## config.mk

```make
export PLATFORM = sky130hd
export DESIGN_NAME = sss_speed_select
export DESIGN_NICKNAME = d
export VERILOG_FILES = /design/src/hw/sss_pkg.sv /design/src/hw/sss_mem_if.sv /design/src/hw/sss_preset_mem.sv /design/src/hw/sss_speed_select.sv
export SDC_FILE = /design/constraint.sdc
export NUM_CORES = 1
export LEC_CHECK = 0
export ABC_CLOCK_PERIOD_IN_PS = 2750
export BUFFER_PORTS_ARGS = -buffer_cell sky130_fd_sc_hd__buf_2
export CAP_MARGIN = 30
export CORE_UTILIZATION = 28
export DETAILED_ROUTE_END_ITERATION = 6
export GPL_ROUTABILITY_DRIVEN = 1
export PLACE_DENSITY_LB_ADDON = 0.1
export SYNTH_ARGS = -nofsm -noshare
export SYNTH_HDL_FRONTEND = slang
export SYNTH_SLANG_ARGS = --single-unit
```

## constraint.sdc

```tcl
create_clock -name ref_clk -period 2.75 [get_ports ref_clk]
set_clock_uncertainty 0.2 [all_clocks]
set_input_delay 0.275 -clock ref_clk [delete_from_list [all_inputs] [get_ports ref_clk]]
set_output_delay 0.275 -clock ref_clk [all_outputs]
set_load 0.03 [all_outputs]
```

## src/hw/sss_pkg.sv

```systemverilog
/*
 * shared constants and types for the speed command source selector.
 * assumes nothing beyond a tool that reads SystemVerilog packages.
 */
package sss_pkg;

    // ---------------------------------------------------------------
    // selection setting and preset table
    // ---------------------------------------------------------------
    typedef enum logic [1:0] {
        SSS_SEL_ANALOG,  // analog command only
        SSS_SEL_PRESET4, // four presets from two inputs
        SSS_SEL_MIXED,   // three presets, analog on code 11
        SSS_SEL_PRESET8  // eight presets from three inputs
    } sss_sel_t;

    localparam int SSS_SPEED_W = 16;
    localparam int SSS_IDX_W = 3;
    localparam int SSS_PRESET_COUNT = 8;
    localparam sss_sel_t SSS_SEL_RESET = SSS_SEL_ANALOG;
    localparam logic [SSS_IDX_W-1:0] SSS_IDX_RESET = 3'h0;
    localparam logic [1:0] SSS_CODE_BOTH = 2'h3;

    // ---------------------------------------------------------------
    // index decode
    // ---------------------------------------------------------------
    // preset address for a setting and the three contact bits
    function automatic logic [SSS_IDX_W-1:0] sss_addr(input sss_sel_t sel, input logic [SSS_IDX_W-1:0] idx);
        sss_addr = (sel == SSS_SEL_PRESET8) ? idx : {1'b0, idx[1:0]};
    endfunction

    // true where the analog command wins
    function automatic logic sss_use_analog(input sss_sel_t sel, input logic [SSS_IDX_W-1:0] idx);
        sss_use_analog = (sel == SSS_SEL_ANALOG) || ((sel == SSS_SEL_MIXED) && (idx[1:0] == SSS_CODE_BOTH));
    endfunction

endpackage

```

## src/hw/sss_mem_if.sv

```systemverilog
/*
 * interface between the selector and its preset store.
 * assumes both ends share ref_clk.
 */
`timescale 1ns/1ps
`default_nettype none

interface sss_mem_if #(
    parameter int W = 16
);
    logic wr_en;
    logic [2:0] wr_addr;
    logic [W-1:0] wr_data;
    logic [2:0] rd_addr;
    logic [W-1:0] rd_data;

    modport host (output wr_en, output wr_addr, output wr_data, output rd_addr, input rd_data);
    modport mem (input wr_en, input wr_addr, input wr_data, input rd_addr, output rd_data);
endinterface

`default_nettype wire

```

## src/hw/sss_preset_mem.sv

```systemverilog
/*
 * eight-word store of preset speeds with registered read data.
 * assumes writes and reads come from logic on ref_clk.
 */
`timescale 1ns/1ps
`default_nettype none

module sss_preset_mem #(
    parameter int W = 16,
    parameter int DEPTH = 8
) (
    // clock and reset
    input wire logic ref_clk,
    input wire logic resetn,
    // access port
    sss_mem_if.mem bus
);
    import sss_pkg::*;

    logic [W-1:0] mem_q [DEPTH];
    logic [W-1:0] mem_d [DEPTH];
    logic [W-1:0] rd_q;
    logic [W-1:0] rd_d;

    // ---------------------------------------------------------------
    // next values: one word written, one word read
    // ---------------------------------------------------------------
    always_comb begin
        for (int i = 0; i < DEPTH; i++) begin
            mem_d[i] = mem_q[i];
        end
        if (bus.wr_en) begin
            mem_d[bus.wr_addr] = bus.wr_data;
        end
        rd_d = mem_q[bus.rd_addr];
    end

    // registers, cleared to zero speed
    always_ff @(posedge ref_clk or negedge resetn) begin
        if (!resetn) begin
            for (int i = 0; i < DEPTH; i++) begin
                mem_q[i] <= '0;
            end
            rd_q <= '0;
        end else begin
            mem_q <= mem_d;
            rd_q <= rd_d;
        end
    end

    assign bus.rd_data = rd_q;

endmodule // sss_preset_mem

`default_nettype wire

```

## src/hw/sss_speed_select.sv

```systemverilog
/*
 * speed command source selector for velocity control: picks the
 * analog command or one of eight presets from a setting and three
 * contact inputs, with optional zero clamp.
 * assumes contact and clamp pins are asynchronous; the analog word,
 * mode, setting and preset writes come from logic on ref_clk.
 */
`timescale 1ns/1ps
`default_nettype none

// Behaviour
// RQ1 - selection applies only in velocity control
// RQ2 - setting 0..3, factory default is 0
// RQ3 - setting 0 always uses analog command
// RQ4 - setting 1: inputs one/two pick four presets
// RQ5 - settings 1,2 ignore third input
// RQ6 - setting 2: three presets, analog on 11
// RQ7 - setting 3: three inputs index eight presets
// RQ8 - setting 3, third closed: presets five-eight
// RQ9 - controller uses servo-on and clamp to stop
// RQ10 - enabled clamp open forces zero speed
// RQ11 - sync contacts, register output, reset zero
// RQ12 - closed contact is one, open zero
module sss_speed_select #(
    parameter int W = sss_pkg::SSS_SPEED_W
) (
    // clock and reset
    input wire logic ref_clk,
    input wire logic resetn,
    // mode and setting
    input wire logic velocity_mode,
    input wire sss_pkg::sss_sel_t speed_source_select,
    input wire logic select_load,
    input wire logic factory_default,
    input wire logic zero_clamp_enable,
    // contact pins, high while closed
    input wire logic preset_index_bit0,
    input wire logic preset_index_bit1,
    input wire logic preset_index_bit2,
    input wire logic speed_zero_clamp_in,
    // commands
    input wire logic [W-1:0] analog_speed_command,
    input wire logic preset_wr_en,
    input wire logic [2:0] preset_wr_addr,
    input wire logic [W-1:0] preset_wr_data,
    // result
    output logic [W-1:0] speed_cmd_q,
    output logic source_analog_q,
    output logic [2:0] preset_addr_q,
    output sss_pkg::sss_sel_t select_q
);
    import sss_pkg::*;

    sss_mem_if #(.W(W)) mem_bus ();

    logic [3:0] pin_meta_q;
    logic [3:0] pin_sync_q;
    logic [3:0] pins;
    logic [2:0] idx_s;
    logic clamp_s;
    sss_sel_t select_d;
    logic use_analog_d;
    logic [2:0] addr_d;
    logic zero_d;
    logic zero_q;
    logic [W-1:0] ana_d;
    logic [W-1:0] ana_q;
    logic [W-1:0] speed_d;

    // ---------------------------------------------------------------
    // pin synchroniser
    // ---------------------------------------------------------------
    assign pins = {speed_zero_clamp_in, preset_index_bit2, preset_index_bit1, preset_index_bit0};

    // two flops per pin before any use
    always_ff @(posedge ref_clk or negedge resetn) begin
        if (!resetn) begin
            pin_meta_q <= 4'h0;
            pin_sync_q <= 4'h0;
        end else begin
            pin_meta_q <= pins; // [RQ11]
            pin_sync_q <= pin_meta_q;
        end
    end

    assign idx_s = pin_sync_q[2:0]; // closed reads as one [RQ12]
    assign clamp_s = pin_sync_q[3];

    // ---------------------------------------------------------------
    // selection setting
    // ---------------------------------------------------------------
    // factory default beats a load in the same cycle
    always_comb begin
        select_d = select_q;
        if (factory_default) begin
            select_d = SSS_SEL_RESET; // [RQ2]
        end else if (select_load) begin
            select_d = speed_source_select;
        end
    end

    always_ff @(posedge ref_clk or negedge resetn) begin
        if (!resetn) begin
            select_q <= SSS_SEL_RESET; // [RQ2]
        end else begin
            select_q <= select_d;
        end
    end

    // ---------------------------------------------------------------
    // source decode, aligned with preset read
    // ---------------------------------------------------------------
    always_comb begin
        use_analog_d = sss_use_analog(select_q, idx_s); // [RQ3] [RQ6]
        addr_d = sss_addr(select_q, idx_s); // [RQ4] [RQ5] [RQ7] [RQ8]
        zero_d = !velocity_mode || (zero_clamp_enable && !clamp_s); // [RQ1] [RQ10]
        ana_d = analog_speed_command;
    end

    always_ff @(posedge ref_clk or negedge resetn) begin
        if (!resetn) begin
            source_analog_q <= 1'b0;
            preset_addr_q <= SSS_IDX_RESET;
            zero_q <= 1'b1;
            ana_q <= '0;
        end else begin
            source_analog_q <= use_analog_d;
            preset_addr_q <= addr_d;
            zero_q <= zero_d;
            ana_q <= ana_d;
        end
    end

    // preset store, read data one cycle after address
    assign mem_bus.wr_en = preset_wr_en;
    assign mem_bus.wr_addr = preset_wr_addr;
    assign mem_bus.wr_data = preset_wr_data;
    assign mem_bus.rd_addr = addr_d;

    sss_preset_mem #(.W(W), .DEPTH(SSS_PRESET_COUNT)) i_sss_preset_mem (
        .ref_clk(ref_clk),
        .resetn(resetn),
        .bus(mem_bus)
    );

    // ---------------------------------------------------------------
    // output command
    // ---------------------------------------------------------------
    // clamp or non-velocity mode overrides the source
    always_comb begin
        if (zero_q) begin
            speed_d = '0; // [RQ10]
        end else if (source_analog_q) begin
            speed_d = ana_q;
        end else begin
            speed_d = mem_bus.rd_data;
        end
    end

    always_ff @(posedge ref_clk or negedge resetn) begin
        if (!resetn) begin
            speed_cmd_q <= '0; // [RQ11]
        end else begin
            speed_cmd_q <= speed_d;
        end
    end
endmodule // sss_speed_select

`default_nettype wire

```

==> results of run 1 <==
## power breakdown
part	total [mW]	internal, mW	switching (mW)
combinational	1.07	0.665	0.408
clock	2.48	1.38	1.09
sequential	3.56	3.33	0.230
## sequential cells by signal (all words and copies together) (netlist names)
| name | count |
|---|---|
| ana_q | 16 |
| i_sss_preset_mem.bus.rd_data | 16 |
| i_sss_preset_mem.mem_q | 128 |
| pin_meta_q | 4 |
| pin_sync_q | 4 |
| preset_addr_q | 3 |
| select_q | 2 |
| source_analog_q | 1 |
| speed_cmd_q | 16 |
| zero_q | 1 |
## layout by cell type (no fill, tap or decap), types with 2 or more instances in the layout
cell           synthesis  final
mux4_1                24     24
buf_12                 0      2
nand4b_2               3      3
clkinv_4               0      2
mux4_2                 8      8
nor2_1                18     18
mux2i_1               18     18
clkbuf_16              0     17
inv_6                  0      4
buf_4                  6     15
dlygate4sd3_1          0     42
clkbuf_8               0      2
mux2_2               144    144
inv_1                  2      2
dfrtp_1              190    189
bufinv_16              0      2
nor4bb_4               0      2
buf_2                 14     68
clkinvlp_4             0      3
## per-stage QoR
stage          total power [mW]  util, %
2_1_floorplan              4.30        -
3_3_place_gp               4.62     31.7
3_5_place_dp               4.66     31.7
4_1_cts                    7.24     35.5
5_1_grt                    7.48     35.5
6_report                   7.11     35.5
## layout make-up
class                   instances  share of cell area (%)
flip-flops and latches        191                    49.7
multi-input cells             224                    29.6
repair buffers                128                    9.64
well taps                     372                    4.84
clock buffers                  19                    4.60
clock inverters                13                    1.57
inverters                       2                  0.0780
## worst max-delay path, stage by stage (launching register included)
cell and delay [ps]:
dfrtp_2 350, buf_4 360, mux4_1 610, mux2_2 270
## path summary, 6_finish.rpt
| check | depth (start not counted) | startpoint | to |
|---|---|---|---|
| setup / recovery | 3 | pin_sync_q[0] | i_sss_preset_mem.bus.rd_data[13] |
| hold / removal | 2 | preset_wr_data[1] | i_sss_preset_mem.mem_q[81] |
| setup reg to reg | 3 | pin_sync_q[0] | i_sss_preset_mem.bus.rd_data[13] |
| hold reg to reg | 0 | pin_meta_q[2] | pin_sync_q[2] |
| max in group asynchronous | 3 | resetn | i_sss_preset_mem.mem_q[94] |
| min in group asynchronous | 2 | resetn | preset_addr_q[0] |
## logic make-up after synthesis
group,synth area share (%)
and+or+nand+nor,2.44
AOI/OAI and AO/OA,0.128
buffers and inverters,2.44
DFF,61.4
muxes,33.6
## routing by layer
metal / track usage, % / vias up
met3: 2.88 / 12
met1: 16.9 / 2218
met4: 3.91 / 0
met5: 0 / -
met2: 20.6 / 57
li1: - / 1885
==> summary.md, run 1 <==
| Metric | Value |
|---|---|
| CTS tree | built |
| Mapped Avg Cell Area | 17.5 um^2 |
| Worst-Skew Late Latency | ~430 ps |
| Port bufs | between 60 and 70 |
| Final worst slack | 807 ps |
| Inst Count DP | 875 |
| Ports | 70 |
| R2R Setup Slk | just over 800 ps |
| First-pass GRT wire length | roughly 27000 um |
| Layout Nets | 612 |
| # rows | 60 |
| Fin. max-slew vios | 0 |
| Tot GR Track Use | 12.7% |
| MaxCap Viol Count | 0 |
| Leading post-synthesis cells by cell area | dfrtp_1 (61%), mux2_2 (21%), mux4_1 (8.1%) |
| Worst-margin pin slew | 591 ps |
| DRC Markers | 0 |
| Final hold vios | 0 |
| Die height | 169 um |
| Startpoint types | flip-flop |
| Wire length on met3 | 419 um |
| Leakage Power | around 4.3 nW |
| CTS root buffer | clkbuf_16 |
| Predominant post-synthesis flop cell | dfrtp_1 |
| Postcts setup bufs | 0 |
| Seq/Total Area, Yosys | 61.4% |
| Final setup TNS | 0 ps |
| Relative slew slack | between 60% and 70% |
| Largest net degree at the start of global routing | 72 |
| Initial antenna violation count | 0 |
| CTS H-Tree Depth | 4 |
| Fill cells | 2577 |
| GRT overflow | 0 |
| Status | finished, final reports clean |
| Met2 Wirelength | 8160 um |
| Worst min path class | in -> reg |
| Post-Syn Area | 7780 um^2 |
| Clk slew on worst S/H paths | about 70 ps |
| Synth unique cells | 22 |
| Finished Layout Cells | 949 |
| Uppermost layer routed | met4 |
| Max Clk Rate | 0.515 GHz |
| Max rail drop VDD | approximately 410 uV |
| Final worst path period share | 70.7% |
| Pwr/cell area | approximately 740 nW/um^2 |
| Hold buffers post-CTS | between 40 and 50 |
| Vias in the first global route | 4621 |
| Worst Path Max Fanout | 21 |
| Crit path DAT | roughly 2000 ps |
| Reg area | 4780 um^2 |
| Crit path kind | reg -> reg |
| Via density | 4.40 |
| Sink Count | 191 |
| Vias | 4172 |
| Core Footprint | 27100 um^2 |
| Resize count post-CTS | 0 |
| Top cells by count, synth | dfrtp_1 (190), mux2_2 (144), mux4_1 (24), mux2i_1 (18), nor2_1 (18) |
| Post-synth net total | 493 |
| Area growth from synthesis to layout | 23.6% |
| Antenna-violating nets left | 0 |
| DRT iter0 DRCs | roughly 160 |
| Gate Count Post-Synth | 445 |
| Starting density of the core | 28.7% |
| Die area | ~28000 um^2 |
| Top-count cell post-synth | dfrtp_1 |
| Worst EP required | around 2900 ps |
| Placed inst area | 8600 um^2 |
| FF+latch count, synth | around 190 |
| ANT cells | 0 |
| Metal-1 WL | 8010 um |
| FFs w/ async S/R, synth | 100% |
| DP HPWL | 10200 um |
| Ys Warns | 0 |
| DRT Pass-1 Iters | 4 |
| Clock buffer depth | 2 |
| Critical Path End Type | flip-flop |
| WL/cell | about 18 um |
| Final Cell Area | 9620 um^2 |
| RSZ-0062 raised after global routing | no |
| Post-synth EDFFs | 0 |
| WL final | 16800 um |
| Fin crit period | 1940 ps |
| Layout cells sized above 1 | between 40% and 50% |
| Die width | between 150 and 200 um |
| Global placer's final weighted congestion | between 0.6 and 0.7 |
| Yosys top cell by area | dfrtp_1 |
| CTS buffer count | 17 |
| Number of setup violations in the final report | 0 |
| Multi-input combinational cell area | approximately 2800 um^2 |
| Worst hold slack | 35.3 ps |
| Share of the synthesized area in the top cell type | 61.1% |
| DP Worst Slack | 789 ps |
Power figures use the tool's default switching activity.
==> run 2: changes to the inputs <==
Settings changed: ABC_CLOCK_PERIOD_IN_PS 2750 to 1780.
Clock period 2.75 ns to 1.78 ns, I/O delays scaled along.
==> run 2 against run 1 <==
  * Global-route usage increased by 0.50 points
  * First-iteration DRC count increased by 7.5%
  * Sequential share of layout area decreased by 0.98 points
  * Wire length increased by 6.7%
  * The flow now finishes with violations (setup timing)
  * Critical endpoint is now i_sss_preset_mem.bus.rd_data[6]
  * Largest cell class unchanged
  * Count of clock-buffer cells in the layout unchanged
==> summary.md, run 2 (synthesized netlist as in run 1, its figures left out) <==
| Metric | Value |
|---|---|
| Starting density of the core | about 29% |
| Most common cell after layout, fill and taps aside | dfrtp_1 |
| Worst Path Max Fanout | 5 |
| Die height | 169 um |
| Ports | 70 |
| Worst EP required | 1900 ps |
| DRT Pass-1 Iters | 4 |
| Via density | 4.47 |
| Tot GR Track Use | a little over an eighth |
| Fin crit period | 1790 ps |
| R2R Setup Slk | -10 ps |
| ANT cells | 0 |
| Metal-1 WL | 8460 um |
| Final worst path period share | 101% |
| Status | complete, but fails checks |
| Number of setup violations in the final report | 2 |
| Port bufs | 69 |
| Vias in the first global route | 4544 |
| Worst reg2reg path startpoint | pin_sync_q[0] |
| CTS buffer count | 17 |
| Die area | 28500 um^2 |
| Final hold vios | 0 |
| FF-to-FF End | i_sss_preset_mem.bus.rd_data[6] |
| MaxCap Viol Count | 0 |
| Most frequent cells in the layout | dfrtp_1 (189), mux2_2 (140), buf_2 (68) |
| DRC Markers | 0 |
| Final setup TNS | -15.2 ps |
| Clk slew on worst S/H paths | 70 ps |
| Layout cells sized above 1 | about half |
| Max rail drop VDD | between 600 and 700 uV |
| DRT iter0 DRCs | around 170 |
| R2R depth | 4 |
| Worst-margin pin slew | between 300 and 400 ps |
| GRT overflow | 0 |
| Largest net degree at the start of global routing | 51 |
| Crit-path cells | buf_6 > clkbuf_16 > mux4_2 > mux2_2 |
| Antenna-violating nets left | 0 |
| DP HPWL | approximately 10000 um |
| Core Footprint | between 20000 and 30000 um^2 |
| Uppermost layer routed | met4 |
| Placed inst area | 8760 um^2 |
| Failing checks | setup timing |
| Worst min path class | in -> async |
| CTS tree | built |
| Worst-Skew Late Latency | 430 ps |
| Area growth from synthesis to layout | 26.1% |
| Global placer's final weighted congestion | 0.674 |
| Pwr/cell area | 1120 nW/um^2 |
| Final worst slack | -14.3 ps |
| # rows | 60 |
| Multi-input combinational cell area | approximately 2800 um^2 |
| Initial antenna violation count | 0 |
| Crit path DAT | 1910 ps |
| WL/cell | 18.7 um |
| Critical Path End Type | flip-flop |
| Crit-path slowest cell | mux4_2 |
| CP peak stage delay | 510 ps |
| Vias | roughly 4300 |
| Fill cells | 2588 |
| CTS H-Tree Depth | 4 |
| Crit path kind | reg -> reg |
| Fin. max-slew vios | 0 |
| Layout Nets | 620 |
| Die width | 169 um |
| RSZ-0062 raised after global routing | yes |
| Sink Count | 191 |
| Met2 Wirelength | 8780 um |
| Final Cell Area | 9810 um^2 |
| Largest register FFs | roughly 130 |
| WL final | 17900 um |
| Leakage Power | about 4.4 nW |
| Clock buffer depth | 2 |
| First-pass GRT wire length | 27700 um |
| CTS root buffer | clkbuf_16 |
| Startpoint types | flip-flop |
| Worst hold slack | roughly 27 ps |
| Max Clk Rate | approximately 0.56 GHz |
| Reg area | 4780 um^2 |
| Wire length on met3 | slightly below 400 um |
| Relative slew slack | 77.2% |
| Largest Register | i_sss_preset_mem.mem_q |
-- run 2: routing by layer --
metal  GRT usage, %  up-vias
li1               -     1892
met1           17.4     2299
met2           21.6       78
met3           2.90       13
met4           4.47        0
met5              0        -
-- run 2: layout make-up --
cell class / count / share of cell area (%)
flip-flops and latches: 191 / 48.7
inverters: 2 / 0.0765
repair buffers: 136 / 12.2
well taps: 372 / 4.74
clock buffers: 19 / 4.41
clock inverters: 13 / 1.30
multi-input cells: 224 / 28.5
-- run 2: how the worst max path moves through the flow --
| stage | start | endpoint | cells after the start |
|---|---|---|---|
| floorplan | pin_sync_q[0] | i_sss_preset_mem.bus.rd_data[2] | 4 |
| global placement | pin_sync_q[0] | i_sss_preset_mem.bus.rd_data[13] | 3 |
| detailed placement | pin_sync_q[0] | i_sss_preset_mem.bus.rd_data[6] | 3 |
| CTS | pin_sync_q[0] | i_sss_preset_mem.bus.rd_data[1] | 3 |
| global route | pin_sync_q[0] | i_sss_preset_mem.bus.rd_data[6] | 4 |
| finish | pin_sync_q[0] | i_sss_preset_mem.bus.rd_data[6] | 4 |
-- run 2: per-stage QoR --
step / power [mW] / std cells / setup WS (ps) / util [%]
after global routing: 11.5 / 957 / -58.0 / 36.2
final: 11.0 / 957 / -14.3 / 36.2
after floorplan: 6.65 / 445 / 56.4 / -
after detailed placement: 7.24 / 876 / -14.0 / 32.3
after CTS: 11.1 / 951 / -4.89 / 36.0
after global placement: 7.16 / 876 / 28.3 / 32.3
-- run 2: critical path, delay by kind of cell, from the launching register on --
family | cells | cell delay [ps]
mux | 2 | 780
buf+inv | 2 | 290
flops | 1 | 400
-- run 2: power by group --
part	switching, mW	total, mW	internal, mW
Clock	1.73	3.69	1.96
Sequential	0.420	5.57	5.15
Combinational	0.628	1.72	1.09
Total	2.78	11.0	8.20
-- run 2: repair_timing --
item,CTS,global route
endpoints found under the hold margin,341,0
buffers inserted,0,3
cloned,0,3
resized for setup,2,23
setup endpoints to repair,4,15
hold buffers,43,0
